--- config.mk ---
export PLATFORM = sky130hd
export DESIGN_NAME = asuw_uart
export DESIGN_NICKNAME = d
export VERILOG_FILES = /design/src/asuw_pkg.sv /design/src/asuw_baud.sv /design/src/asuw_rx.sv /design/src/asuw_uart.sv
export VERILOG_INCLUDE_DIRS = /design/src
export SDC_FILE = /design/constraint.sdc
export NUM_CORES = 1
export LEC_CHECK = 0
export BUFFER_PORTS_ARGS = -buffer_cell sky130_fd_sc_hd__clkbuf_2
export CAP_MARGIN = 20
export CORE_MARGIN = 5
export CORE_UTILIZATION = 64
export CTS_CLUSTER_DIAMETER = 100
export DETAILED_ROUTE_END_ITERATION = 10
export PLACE_DENSITY = 0.86
export SYNTH_ARGS = -nofsm -noshare
export SYNTH_HDL_FRONTEND = slang
export SYNTH_SLANG_ARGS = --single-unit
--- constraint.sdc ---
create_clock -name CLK -period 5.5 [get_ports CLK]
set_input_delay 0.275 -clock CLK [delete_from_list [all_inputs] [get_ports CLK]]
set_output_delay 0.275 -clock CLK [all_outputs]
set_load 0.005 [all_outputs]
--- src/asuw_params.svh ---
// register offsets, field positions, reset values and timing counts of the serial transceiver
// assumes a 20 MHz system clock and 9-bit register addresses
`ifndef ASUW_PARAMS_SVH
`define ASUW_PARAMS_SVH

// register offsets
`define ASUW_ADR_CTRL    9'h120
`define ASUW_ADR_IRQCLK  9'h122
`define ASUW_ADR_RXBUF   9'h124
`define ASUW_ADR_TXBUF   9'h126
`define ASUW_ADR_RXCTL   9'h128
`define ASUW_ADR_R3      9'h18A
`define ASUW_ADR_T3      9'h18C
`define ASUW_ADR_DIVSEL  9'h18E

// serial_ctrl_status fields
`define ASUW_CTRL_TXRDY  0
`define ASUW_CTRL_RXRDY  1
`define ASUW_CTRL_XBIT9  2
`define ASUW_CTRL_NINE   3

// rx_ctrl_status fields
`define ASUW_RXC_BIT9    0
`define ASUW_RXC_WAKE    1
`define ASUW_RXC_FERR    2
`define ASUW_RXC_OVERR   3

// irq_clock_select fields
`define ASUW_IC_TXIE     0
`define ASUW_IC_RXIE     1
`define ASUW_IC_RXEXT    2
`define ASUW_IC_TXEXT    3
`define ASUW_IC_STOP2    4

// reset values
`define ASUW_RST_CTRL    4'h0
`define ASUW_RST_IRQCLK  5'h00
`define ASUW_RST_DIVSEL  4'hF
`define ASUW_RST_T3      16'hFFFF

// timing
`define ASUW_CLK_HZ      20000000
`define ASUW_TOP_HZ      131072
`define ASUW_PRE_CYC     (`ASUW_CLK_HZ / `ASUW_TOP_HZ)
`define ASUW_OVS_LAST    4'hF
`define ASUW_OVS_MID     4'h7

`endif

--- src/asuw_pkg.sv ---
// types shared by the serial transceiver modules
// assumes nothing beyond the params header
package asuw_pkg;

  typedef enum logic [1:0] {
    ASUW_IDLE,
    ASUW_START,
    ASUW_DATA,
    ASUW_STOP
  } asuw_state_t;

  typedef struct packed {
    logic       nine;
    logic [7:0] data;
  } asuw_word_t;

  typedef struct packed {
    logic       done;
    logic       ferr;
    asuw_word_t word;
  } asuw_rx_res_t;

endpackage

--- src/asuw_baud.sv ---
// internal rate source: binary-step divider or timer three underflow
// assumes the 20 MHz system clock; one tick per 16x sample period
`timescale 1ns/1ps
`include "asuw_params.svh"
module asuw_baud import asuw_pkg::*; #(
  parameter int unsigned PRE = `ASUW_PRE_CYC
) (
  // clock and reset
  input  wire logic        clk,
  input  wire logic        rstn,
  // configuration
  input  wire logic [3:0]  sel,
  input  wire logic        t3_wr,
  input  wire logic        r3_wr,
  input  wire logic [15:0] wdata,
  // state and tick
  output logic      [15:0] t3_q,
  output logic      [15:0] r3_q,
  output logic             tick
);
  logic [7:0]  pre_q;
  logic        pre_tick;
  logic [13:0] bin_q;
  logic [13:0] mask;
  logic        t3_unf;

  assign pre_tick = (pre_q == 8'(PRE - 1));
  // steps from 8 Hz (sel 1) to 128 kHz (sel 15), sel 0 picks timer three
  assign mask     = 14'h3FFF >> (sel - 4'h1);
  assign t3_unf   = (t3_q == 16'h0000);

  always_ff @(posedge clk or negedge rstn) begin
    if (!rstn) pre_q <= 8'h00;
    else if (pre_tick) pre_q <= 8'h00;
    else pre_q <= pre_q + 8'h01;
  end

  always_ff @(posedge clk or negedge rstn) begin
    if (!rstn) bin_q <= 14'h0000;
    else if (pre_tick) bin_q <= bin_q + 14'h0001;
  end

  always_ff @(posedge clk or negedge rstn) begin
    if (!rstn) r3_q <= `ASUW_RST_T3;
    else if (r3_wr) r3_q <= wdata;
  end

  // counts down, reloads from its paired register on underflow
  always_ff @(posedge clk or negedge rstn) begin
    if (!rstn) t3_q <= `ASUW_RST_T3;
    else if (t3_wr) t3_q <= wdata;
    else if (t3_unf) t3_q <= r3_q;
    else t3_q <= t3_q - 16'h0001;
  end

  always_ff @(posedge clk or negedge rstn) begin
    if (!rstn) tick <= 1'b0;
    else if (sel == 4'h0) tick <= t3_unf && !t3_wr;
    else tick <= pre_tick && ((bin_q & mask) == mask);
  end
endmodule // asuw_baud

--- src/asuw_rx.sv ---
// receive shifter: 16x oversampled, start bit checked at mid-bit
// assumes a one-cycle tick at sixteen times the bit rate
`timescale 1ns/1ps
`include "asuw_params.svh"
module asuw_rx import asuw_pkg::*; (
  // clock and reset
  input  wire logic  clk,
  input  wire logic  rstn,
  // line side
  input  wire logic  tick,
  input  wire logic  rxd,
  input  wire logic  nine,
  // result
  output asuw_rx_res_t res
);
  asuw_state_t st_q;
  logic [3:0]  ovs_q;
  logic [3:0]  bit_q;
  logic [8:0]  sh_q;

  always_ff @(posedge clk or negedge rstn) begin
    if (!rstn) begin
      st_q  <= ASUW_IDLE;
      ovs_q <= 4'h0;
      bit_q <= 4'h0;
      sh_q  <= 9'h000;
      res   <= '0;
    end else begin
      res.done <= 1'b0;
      if (tick) begin
        ovs_q <= ovs_q + 4'h1;
        case (st_q)
          ASUW_IDLE: begin
            ovs_q <= 4'h0;
            if (!rxd) st_q <= ASUW_START;
          end
          ASUW_START: begin
            // a glitch shorter than half a bit is dropped here
            if (ovs_q == `ASUW_OVS_MID) begin
              ovs_q <= 4'h0;
              bit_q <= 4'h0;
              st_q  <= rxd ? ASUW_IDLE : ASUW_DATA;
            end
          end
          ASUW_DATA: begin
            if (ovs_q == `ASUW_OVS_LAST) begin
              sh_q  <= {rxd, sh_q[8:1]};
              bit_q <= bit_q + 4'h1;
              if (bit_q == (nine ? 4'h8 : 4'h7)) st_q <= ASUW_STOP;
            end
          end
          ASUW_STOP: begin
            // one stop bit only, whatever the sender uses
            if (ovs_q == `ASUW_OVS_LAST) begin
              res.done <= 1'b1;
              res.ferr <= !rxd;
              res.word <= nine ? sh_q : {1'b0, sh_q[8:1]};
              st_q     <= ASUW_IDLE;
            end
          end
          default: st_q <= ASUW_IDLE;
        endcase
      end
    end
  end
endmodule // asuw_rx

--- src/asuw_uart.sv ---
// asynchronous serial transceiver with wake-up mode, register port and rate sources
// assumes a 20 MHz clock, synchronous pins and a master that never overlaps strobes
//
// How it works
// - software picks 8 or 9 data bits in serial_ctrl_status
// - in 9-bit mode the ninth sent bit comes from a control bit
// - frame is start bit, 8 or 9 data bits, one or two stops
// - stop count for sending is chosen in irq_clock_select
// - receiver needs just one stop bit per frame
// - control register shows transmit-ready and receive-ready flags
// - framing and overrun errors are flagged in rx_ctrl_status
// - received ninth bit is kept in rx_ctrl_status
// - a bit in rx_ctrl_status turns wake-up mode on or off
// - separate transmit and receive interrupt enables in irq_clock_select
// - two bits pick internal or external rate per direction
// - internal rate is a binary step 8 Hz to 128 kHz or timer three
// - external rate comes from the external baud clock pin
// - both directions may run at different rates at once
// - ninth bit one marks an address, zero marks message data
// - in wake-up mode only address frames raise the receive interrupt
// - timer three counts down and reloads on underflow
`timescale 1ns/1ps
`include "asuw_params.svh"
module asuw_uart import asuw_pkg::*; #(
  parameter int unsigned PRE = `ASUW_PRE_CYC
) (
  // clock and reset
  input  wire logic        CLK,
  input  wire logic        RSTN,
  // register port
  input  wire logic [8:0]  ADDR,
  input  wire logic [15:0] WDATA,
  input  wire logic        WR,
  input  wire logic        RD,
  output logic      [15:0] RDATA,
  // serial line
  input  wire logic        RXD,
  output logic             TXD,
  input  wire logic        EXT_BAUD_CLOCK_PIN,
  // interrupt requests
  output logic             IRQ_TX,
  output logic             IRQ_RX
);
  // register state
  logic        nine_q;
  logic        xbit9_q;
  logic        txie_q;
  logic        rxie_q;
  logic        rxext_q;
  logic        txext_q;
  logic        stop2_q;
  logic        wake_q;
  logic [3:0]  divsel_q;
  logic [7:0]  tx_buffer_q;
  logic        tx_full_q;
  asuw_word_t  rx_buffer_q;
  logic        rx_full_q;
  logic        ferr_q;
  logic        overr_q;
  logic [15:0] t3_val;
  logic [15:0] r3_val;
  // rate ticks
  logic        ext_q;
  logic        ext_tick;
  logic        int_tick;
  logic        tx_tick;
  logic        rx_tick;
  // transmitter
  asuw_state_t tx_st_q;
  logic [3:0]  tx_ovs_q;
  logic [3:0]  tx_bit_q;
  logic [8:0]  tx_sh_q;
  logic        tx_load;
  // receiver
  asuw_rx_res_t rx_res;
  logic        rx_accept;
  logic        rx_buf_rd;
  // decode strobes
  logic        wr_ctrl;
  logic        wr_irqclk;
  logic        wr_txbuf;
  logic        wr_rxctl;
  logic        wr_divsel;

  function automatic logic hit(input logic [8:0] a, input logic [8:0] off);
    hit = (a == off);
  endfunction

  assign wr_ctrl   = WR && hit(ADDR, `ASUW_ADR_CTRL);
  assign wr_irqclk = WR && hit(ADDR, `ASUW_ADR_IRQCLK);
  assign wr_txbuf  = WR && hit(ADDR, `ASUW_ADR_TXBUF);
  assign wr_rxctl  = WR && hit(ADDR, `ASUW_ADR_RXCTL);
  assign wr_divsel = WR && hit(ADDR, `ASUW_ADR_DIVSEL);
  assign rx_buf_rd = RD && hit(ADDR, `ASUW_ADR_RXBUF);

  // rate sources
  asuw_baud #(
    .PRE   (PRE)
  ) u_baud (
    .clk   (CLK),
    .rstn  (RSTN),
    .sel   (divsel_q),
    .t3_wr (WR && hit(ADDR, `ASUW_ADR_T3)),
    .r3_wr (WR && hit(ADDR, `ASUW_ADR_R3)),
    .wdata (WDATA),
    .t3_q  (t3_val),
    .r3_q  (r3_val),
    .tick  (int_tick)
  );

  // the pin is sampled as a synchronous input; its rising edge is one tick
  always_ff @(posedge CLK or negedge RSTN) begin
    if (!RSTN) ext_q <= 1'b0;
    else ext_q <= EXT_BAUD_CLOCK_PIN;
  end

  assign ext_tick = EXT_BAUD_CLOCK_PIN && !ext_q;
  // each direction picks its own source, so rates can differ
  assign tx_tick  = txext_q ? ext_tick : int_tick;
  assign rx_tick  = rxext_q ? ext_tick : int_tick;

  // control registers
  always_ff @(posedge CLK or negedge RSTN) begin
    if (!RSTN) begin
      nine_q  <= 1'b0;
      xbit9_q <= 1'b0;
    end else if (wr_ctrl) begin
      nine_q  <= WDATA[`ASUW_CTRL_NINE];
      xbit9_q <= WDATA[`ASUW_CTRL_XBIT9];
    end
  end

  always_ff @(posedge CLK or negedge RSTN) begin
    if (!RSTN) begin
      txie_q  <= 1'b0;
      rxie_q  <= 1'b0;
      rxext_q <= 1'b0;
      txext_q <= 1'b0;
      stop2_q <= 1'b0;
    end else if (wr_irqclk) begin
      txie_q  <= WDATA[`ASUW_IC_TXIE];
      rxie_q  <= WDATA[`ASUW_IC_RXIE];
      rxext_q <= WDATA[`ASUW_IC_RXEXT];
      txext_q <= WDATA[`ASUW_IC_TXEXT];
      stop2_q <= WDATA[`ASUW_IC_STOP2];
    end
  end

  always_ff @(posedge CLK or negedge RSTN) begin
    if (!RSTN) divsel_q <= `ASUW_RST_DIVSEL;
    else if (wr_divsel) divsel_q <= WDATA[3:0];
  end

  always_ff @(posedge CLK or negedge RSTN) begin
    if (!RSTN) wake_q <= 1'b0;
    else if (wr_rxctl) wake_q <= WDATA[`ASUW_RXC_WAKE];
  end

  // transmit buffer: a write while full overwrites the waiting byte
  always_ff @(posedge CLK or negedge RSTN) begin
    if (!RSTN) tx_buffer_q <= 8'h00;
    else if (wr_txbuf) tx_buffer_q <= WDATA[7:0];
  end

  // a write landing in the load cycle keeps the buffer full
  always_ff @(posedge CLK or negedge RSTN) begin
    if (!RSTN) tx_full_q <= 1'b0;
    else if (wr_txbuf) tx_full_q <= 1'b1;
    else if (tx_load) tx_full_q <= 1'b0;
  end

  assign tx_load = tx_full_q && (tx_st_q == ASUW_IDLE);

  // transmitter: loads on the system clock, bit timing follows the tick
  always_ff @(posedge CLK or negedge RSTN) begin
    if (!RSTN) begin
      tx_st_q  <= ASUW_IDLE;
      tx_ovs_q <= 4'h0;
      tx_bit_q <= 4'h0;
      tx_sh_q  <= 9'h1FF;
    end else begin
      case (tx_st_q)
        ASUW_IDLE: begin
          tx_ovs_q <= 4'h0;
          tx_bit_q <= 4'h0;
          if (tx_load) begin
            tx_sh_q <= {nine_q ? xbit9_q : 1'b1, tx_buffer_q};
            tx_st_q <= ASUW_START;
          end
        end
        ASUW_START: begin
          if (tx_tick) begin
            tx_ovs_q <= tx_ovs_q + 4'h1;
            if (tx_ovs_q == `ASUW_OVS_LAST) tx_st_q <= ASUW_DATA;
          end
        end
        ASUW_DATA: begin
          if (tx_tick) begin
            tx_ovs_q <= tx_ovs_q + 4'h1;
            if (tx_ovs_q == `ASUW_OVS_LAST) begin
              tx_sh_q  <= {1'b1, tx_sh_q[8:1]};
              tx_bit_q <= tx_bit_q + 4'h1;
              if (tx_bit_q == (nine_q ? 4'h8 : 4'h7)) begin
                tx_bit_q <= 4'h0;
                tx_st_q  <= ASUW_STOP;
              end
            end
          end
        end
        ASUW_STOP: begin
          if (tx_tick) begin
            tx_ovs_q <= tx_ovs_q + 4'h1;
            if (tx_ovs_q == `ASUW_OVS_LAST) begin
              tx_bit_q <= tx_bit_q + 4'h1;
              if (tx_bit_q == (stop2_q ? 4'h1 : 4'h0)) tx_st_q <= ASUW_IDLE;
            end
          end
        end
        default: tx_st_q <= ASUW_IDLE;
      endcase
    end
  end

  // line level comes from a flop so it never glitches
  always_ff @(posedge CLK or negedge RSTN) begin
    if (!RSTN) TXD <= 1'b1;
    else begin
      case (tx_st_q)
        ASUW_START: TXD <= 1'b0;
        ASUW_DATA:  TXD <= tx_sh_q[0];
        default:    TXD <= 1'b1;
      endcase
    end
  end

  // receiver
  asuw_rx u_rx (
    .clk   (CLK),
    .rstn  (RSTN),
    .tick  (rx_tick),
    .rxd   (RXD),
    .nine  (nine_q),
    .res   (rx_res)
  );

  // in wake-up mode message data is dropped until software acts on an address
  assign rx_accept = rx_res.done && (!wake_q || rx_res.word.nine);

  // a read in the same cycle as a new frame frees the buffer for it
  always_ff @(posedge CLK or negedge RSTN) begin
    if (!RSTN) rx_buffer_q <= '0;
    else if (rx_accept && (!rx_full_q || rx_buf_rd)) rx_buffer_q <= rx_res.word;
  end

  always_ff @(posedge CLK or negedge RSTN) begin
    if (!RSTN) rx_full_q <= 1'b0;
    else if (rx_accept) rx_full_q <= 1'b1;
    else if (rx_buf_rd) rx_full_q <= 1'b0;
  end

  // error flags: write one to clear, a new event wins over the clear
  always_ff @(posedge CLK or negedge RSTN) begin
    if (!RSTN) overr_q <= 1'b0;
    else if (rx_accept && rx_full_q && !rx_buf_rd) overr_q <= 1'b1;
    else if (wr_rxctl && WDATA[`ASUW_RXC_OVERR]) overr_q <= 1'b0;
  end

  always_ff @(posedge CLK or negedge RSTN) begin
    if (!RSTN) ferr_q <= 1'b0;
    else if (rx_accept && rx_res.ferr) ferr_q <= 1'b1;
    else if (wr_rxctl && WDATA[`ASUW_RXC_FERR]) ferr_q <= 1'b0;
  end

  // interrupt requests are levels that follow the flags
  assign IRQ_TX = txie_q && !tx_full_q;
  assign IRQ_RX = rxie_q && rx_full_q;

  // read data stand in the cycle after the strobe; unmapped reads give zero
  always_ff @(posedge CLK or negedge RSTN) begin
    if (!RSTN) RDATA <= 16'h0000;
    else if (RD) begin
      case (ADDR)
        `ASUW_ADR_CTRL:   RDATA <= {12'h000, nine_q, xbit9_q, rx_full_q, !tx_full_q};
        `ASUW_ADR_IRQCLK: RDATA <= {11'h000, stop2_q, txext_q, rxext_q, rxie_q, txie_q};
        `ASUW_ADR_RXBUF:  RDATA <= {8'h00, rx_buffer_q.data};
        `ASUW_ADR_TXBUF:  RDATA <= {8'h00, tx_buffer_q};
        `ASUW_ADR_RXCTL:  RDATA <= {12'h000, overr_q, ferr_q, wake_q, rx_buffer_q.nine};
        `ASUW_ADR_R3:     RDATA <= r3_val;
        `ASUW_ADR_T3:     RDATA <= t3_val;
        `ASUW_ADR_DIVSEL: RDATA <= {12'h000, divsel_q};
        default:          RDATA <= 16'h0000;
      endcase
    end else RDATA <= 16'h0000;
  end
endmodule // asuw_uart

==> reports/metrics.cfg <==
[clocking]
cts_num_sinks=155
cts_tree=done
cts_inserted_buffers=17
path_clk_slew_ns=0.06
post_cts_resized=0
clockBufferDepth=2
insertion_delay_ns=0.42
cts_root_buf=clkbuf_16
htree_levels=4

[placed_design]
dp_cells=886
dpl-instance-area_um2=8110
dp_hpwl_mm=11.7
gp_congestion=0.864
io_buffers=49

[power_and_ir_drop]
p_leak_nw=3.92
powerDensity_nw_per_um2=325
vdd_drop_max_uv=208

[detailed_routing]
vias=5786
dr.pass1.iters=5
drt_iter0_drc=654
vias_per_cell=6.29
totalWireLength_mm=17.4
drc=0
ant_nets=0
wl_per_cell_um=18.9

[worst_setup_path]
endpoint_kind=register
worstPathRequired_ns=5.84
slowest_delay_ns=0.86
cpMostUsedCell=nor2_1
path_buf_inv=1
critical_path_class=register to register
startpoint_type=register
crit_family=compound AO/OA/AOI/OAI gates
cp_max_fo=18
cp.arrival_ns=2.92
crit_chain=inv_1 -> ha_1 -> nor2_1 -> a211oi_2 -> nor2_1 -> a21oi_1
cpMaxStageDelayCell=a211oi_2

[final_layout]
final_cells=920
diodes=0
fin_nets=811
drive_above_1_share_pct=27.2
fin_area_um2=8750
multi_input_area_um2=3620
area_growth_pct=12.1
fillers=796
seqCellArea_um2=3940

[hold_path]
hold_path.class=input port to register

[synth]
syn_avg_cell_area_um2=10.9
yosys_most_used_dff=dfrtp_1
synth-adder-area-share_pct=3.21
ys_ff_latch=155
synth_top_family_by_area=simple AND/OR/NAND/NOR gates
synth_seq_area_share_pct=50.5
synth_cell_type_count=70
netlist_area_um2=7800
synth_mux_area_share_pct=12.7
yosysWarningCount=0
synthArstFlopShare_pct=100
synth_compound_area_share_pct=11.0
synth_edf_count=0
synth.net_count=769
syn_inst=718
yosys.area_share.xor_xnor_pct=4.04
synth_simple_gate_area_share_pct=15.5

[sta]
finClkSkew_ns=0.00707
tightestPinTransition_ns=0.986
period_minus_slack_ns=2.58
tns_ns=0
hold_viol=0
rsz0062_at_grt=false
max_freq_mhz=388
max_slew_margin_pct=34.2
setup_viol=0
min_period_over_period_pct=46.9
drv_slew=0

[global_route]
grt_pass1_wl_mm=29.4
grtUsageTotal_pct=25.4
grt-ovfl-total=0
antenna_found_initial=0
grt_pass1_vias=5897
grt_max_degree=102

[floorplan]
die_y_um=120
die_w_um=120
num_io_pins=50
core-area_um2=12000
start_util_pct=65.2
placementRows=40
dieArea_um2=14500

[status]
status=complete, no violations

[run]
drv_cap=0

## cells by family (layout without fill, tap and decap cells)
kind of cell | after synthesis | count (layout)
adder cells (fa/ha/maj) | 20 | 20
AO/OA/AOI/OAI | 132 | 132
XOR/XNOR | 36 | 36
flip-flops | 155 | 155
AND/OR/NAND/NOR | 230 | 230
multiplexers | 91 | 91
buffers and inverters | 54 | 109
## worst reg2reg max path, stage by stage, from the launching register on
cell and delay (ns):
dfrtp_1 0.40, inv_1 0.11, ha_1 0.67, nor2_1 0.17
a211oi_2 0.86, nor2_1 0.11, a21oi_1 0.19
## layout by cell type (no fill, tap or decap), types with 5 or more instances in the layout
cell	count
a21oi_1	21
o21ai_0	43
nor4_1	5
a21o_1	5
nand4_1	6
inv_1	23
and3_1	12
mux2i_1	26
clkbuf_16	17
nand2b_1	8
nand3_1	23
a22oi_1	15
xnor2_1	21
dfrtp_1	109
dfstp_2	46
mux2_2	65
clkbuf_2	48
ha_1	20
xor2_1	15
nor3_1	11
a22o_1	11
nand2_1	66
nor2b_1	9
nor2_1	51
## report_power, final
| part | total [mW] | leakage, nW | switching (mW) | internal [mW] |
|---|---|---|---|---|
| sequential | 1.33 | 1.92 | 0.0764 | 1.25 |
| combinational | 0.279 | 1.69 | 0.159 | 0.120 |
| clock | 1.23 | 0.308 | 0.442 | 0.793 |
| total | 2.84 | 3.92 | 0.677 | 2.16 |
## synthesized netlist by cell type, types with 3 or more instances
library cell / count / share of area [%]
a211oi_1: 3 / 0.29
a21o_1: 5 / 0.48
a21oi_1: 21 / 1.3
a22o_1: 11 / 1.2
a22oi_1: 15 / 1.4
a31oi_1: 3 / 0.24
and3_1: 12 / 0.96
buf_6: 3 / 0.43
clkbuf_1: 23 / 1.1
dfrtp_1: 109 / 35
dfstp_2: 46 / 15
ha_1: 20 / 3.2
inv_1: 23 / 1.1
mux2_2: 65 / 9.4
mux2i_1: 26 / 3.3
nand2_1: 66 / 3.2
nand2b_1: 8 / 0.64
nand3_1: 23 / 1.5
nand4_1: 6 / 0.48
nor2_1: 51 / 2.5
nor2b_1: 9 / 0.72
nor3_1: 11 / 0.71
nor4_1: 5 / 0.40
nor4b_1: 3 / 0.34
o21ai_0: 43 / 2.8
o21ai_1: 3 / 0.19
o22ai_1: 4 / 0.32
o2bb2ai_1: 3 / 0.34
o31ai_1: 3 / 0.29
or2_2: 4 / 0.32
or3_1: 4 / 0.32
or4_1: 3 / 0.29
or4_4: 3 / 0.43
xnor2_1: 21 / 2.4
xor2_1: 15 / 1.7
## registers in the layout, indices dropped and copies added, names as in the netlist, 8 cells and up, named ones only
signal,cells
tx_buffer_q,8
u_baud.bin_q,14
u_rx.res,11
tx_sh_q,9
u_rx.sh_q,9
u_baud.pre_q,8
rx_buffer_q,9
u_baud.t3_q,16
RDATA,16
u_baud.r3_q,16
## through the flow
stage          hold slack, ns  utilization (%)  power, mW  setup WS [ns]
6_report               0.0695             73.1       2.84           2.92
5_1_grt                0.0741             73.1       2.95           2.73
4_1_cts                0.0636             73.1       2.85           2.94
3_5_place_dp            0.415             67.8       1.62           2.66
3_3_place_gp            0.407             67.8       1.59           2.78
2_1_floorplan         -0.0206                -       1.52           3.36
## area by class of cell
type / instances / share of cell area [%]
flip-flops and latches: 155 / 45.0
multi-input cells: 509 / 41.4
repair buffers: 54 / 3.36
inverters: 23 / 0.987
well taps: 147 / 2.10
clock inverters: 8 / 1.60
clock buffers: 24 / 5.51
## repair_timing
action                                  CTS  global route
endpoints found under the hold margin     4             0
endpoints found under the setup margin    0             0
hold buffers                              2             0
setup buffers                             0             0
## worst paths after layout
| path | startpoint | end | slack (ns) | depth (start not counted) |
|---|---|---|---|---|
| max | tx_st_q[0] | tx_sh_q[2] | 2.92 | 6 |
| max reg2reg | tx_st_q[0] | tx_sh_q[2] | 2.92 | 6 |
| min reg2reg | u_baud.pre_q[0] | u_baud.pre_q[0] | 0.46 | 1 |
| max in group asynchronous | RSTN | rx_buffer_q[5] | 3.73 | 3 |
| min | WDATA[8] | u_baud.t3_q[8] | 0.07 | 3 |
| min in group asynchronous | RSTN | RDATA[8] | 0.54 | 2 |
## layer usage
metal	track usage (%)	wire length, um	vias to the layer above
met1	33.3	7400	2870
met3	6.17	934	33
li1	-	-	2664
met5	0	0	-
met2	41.7	8730	219
met4	8.50	355	0
(Power assumes the default switching activity.)
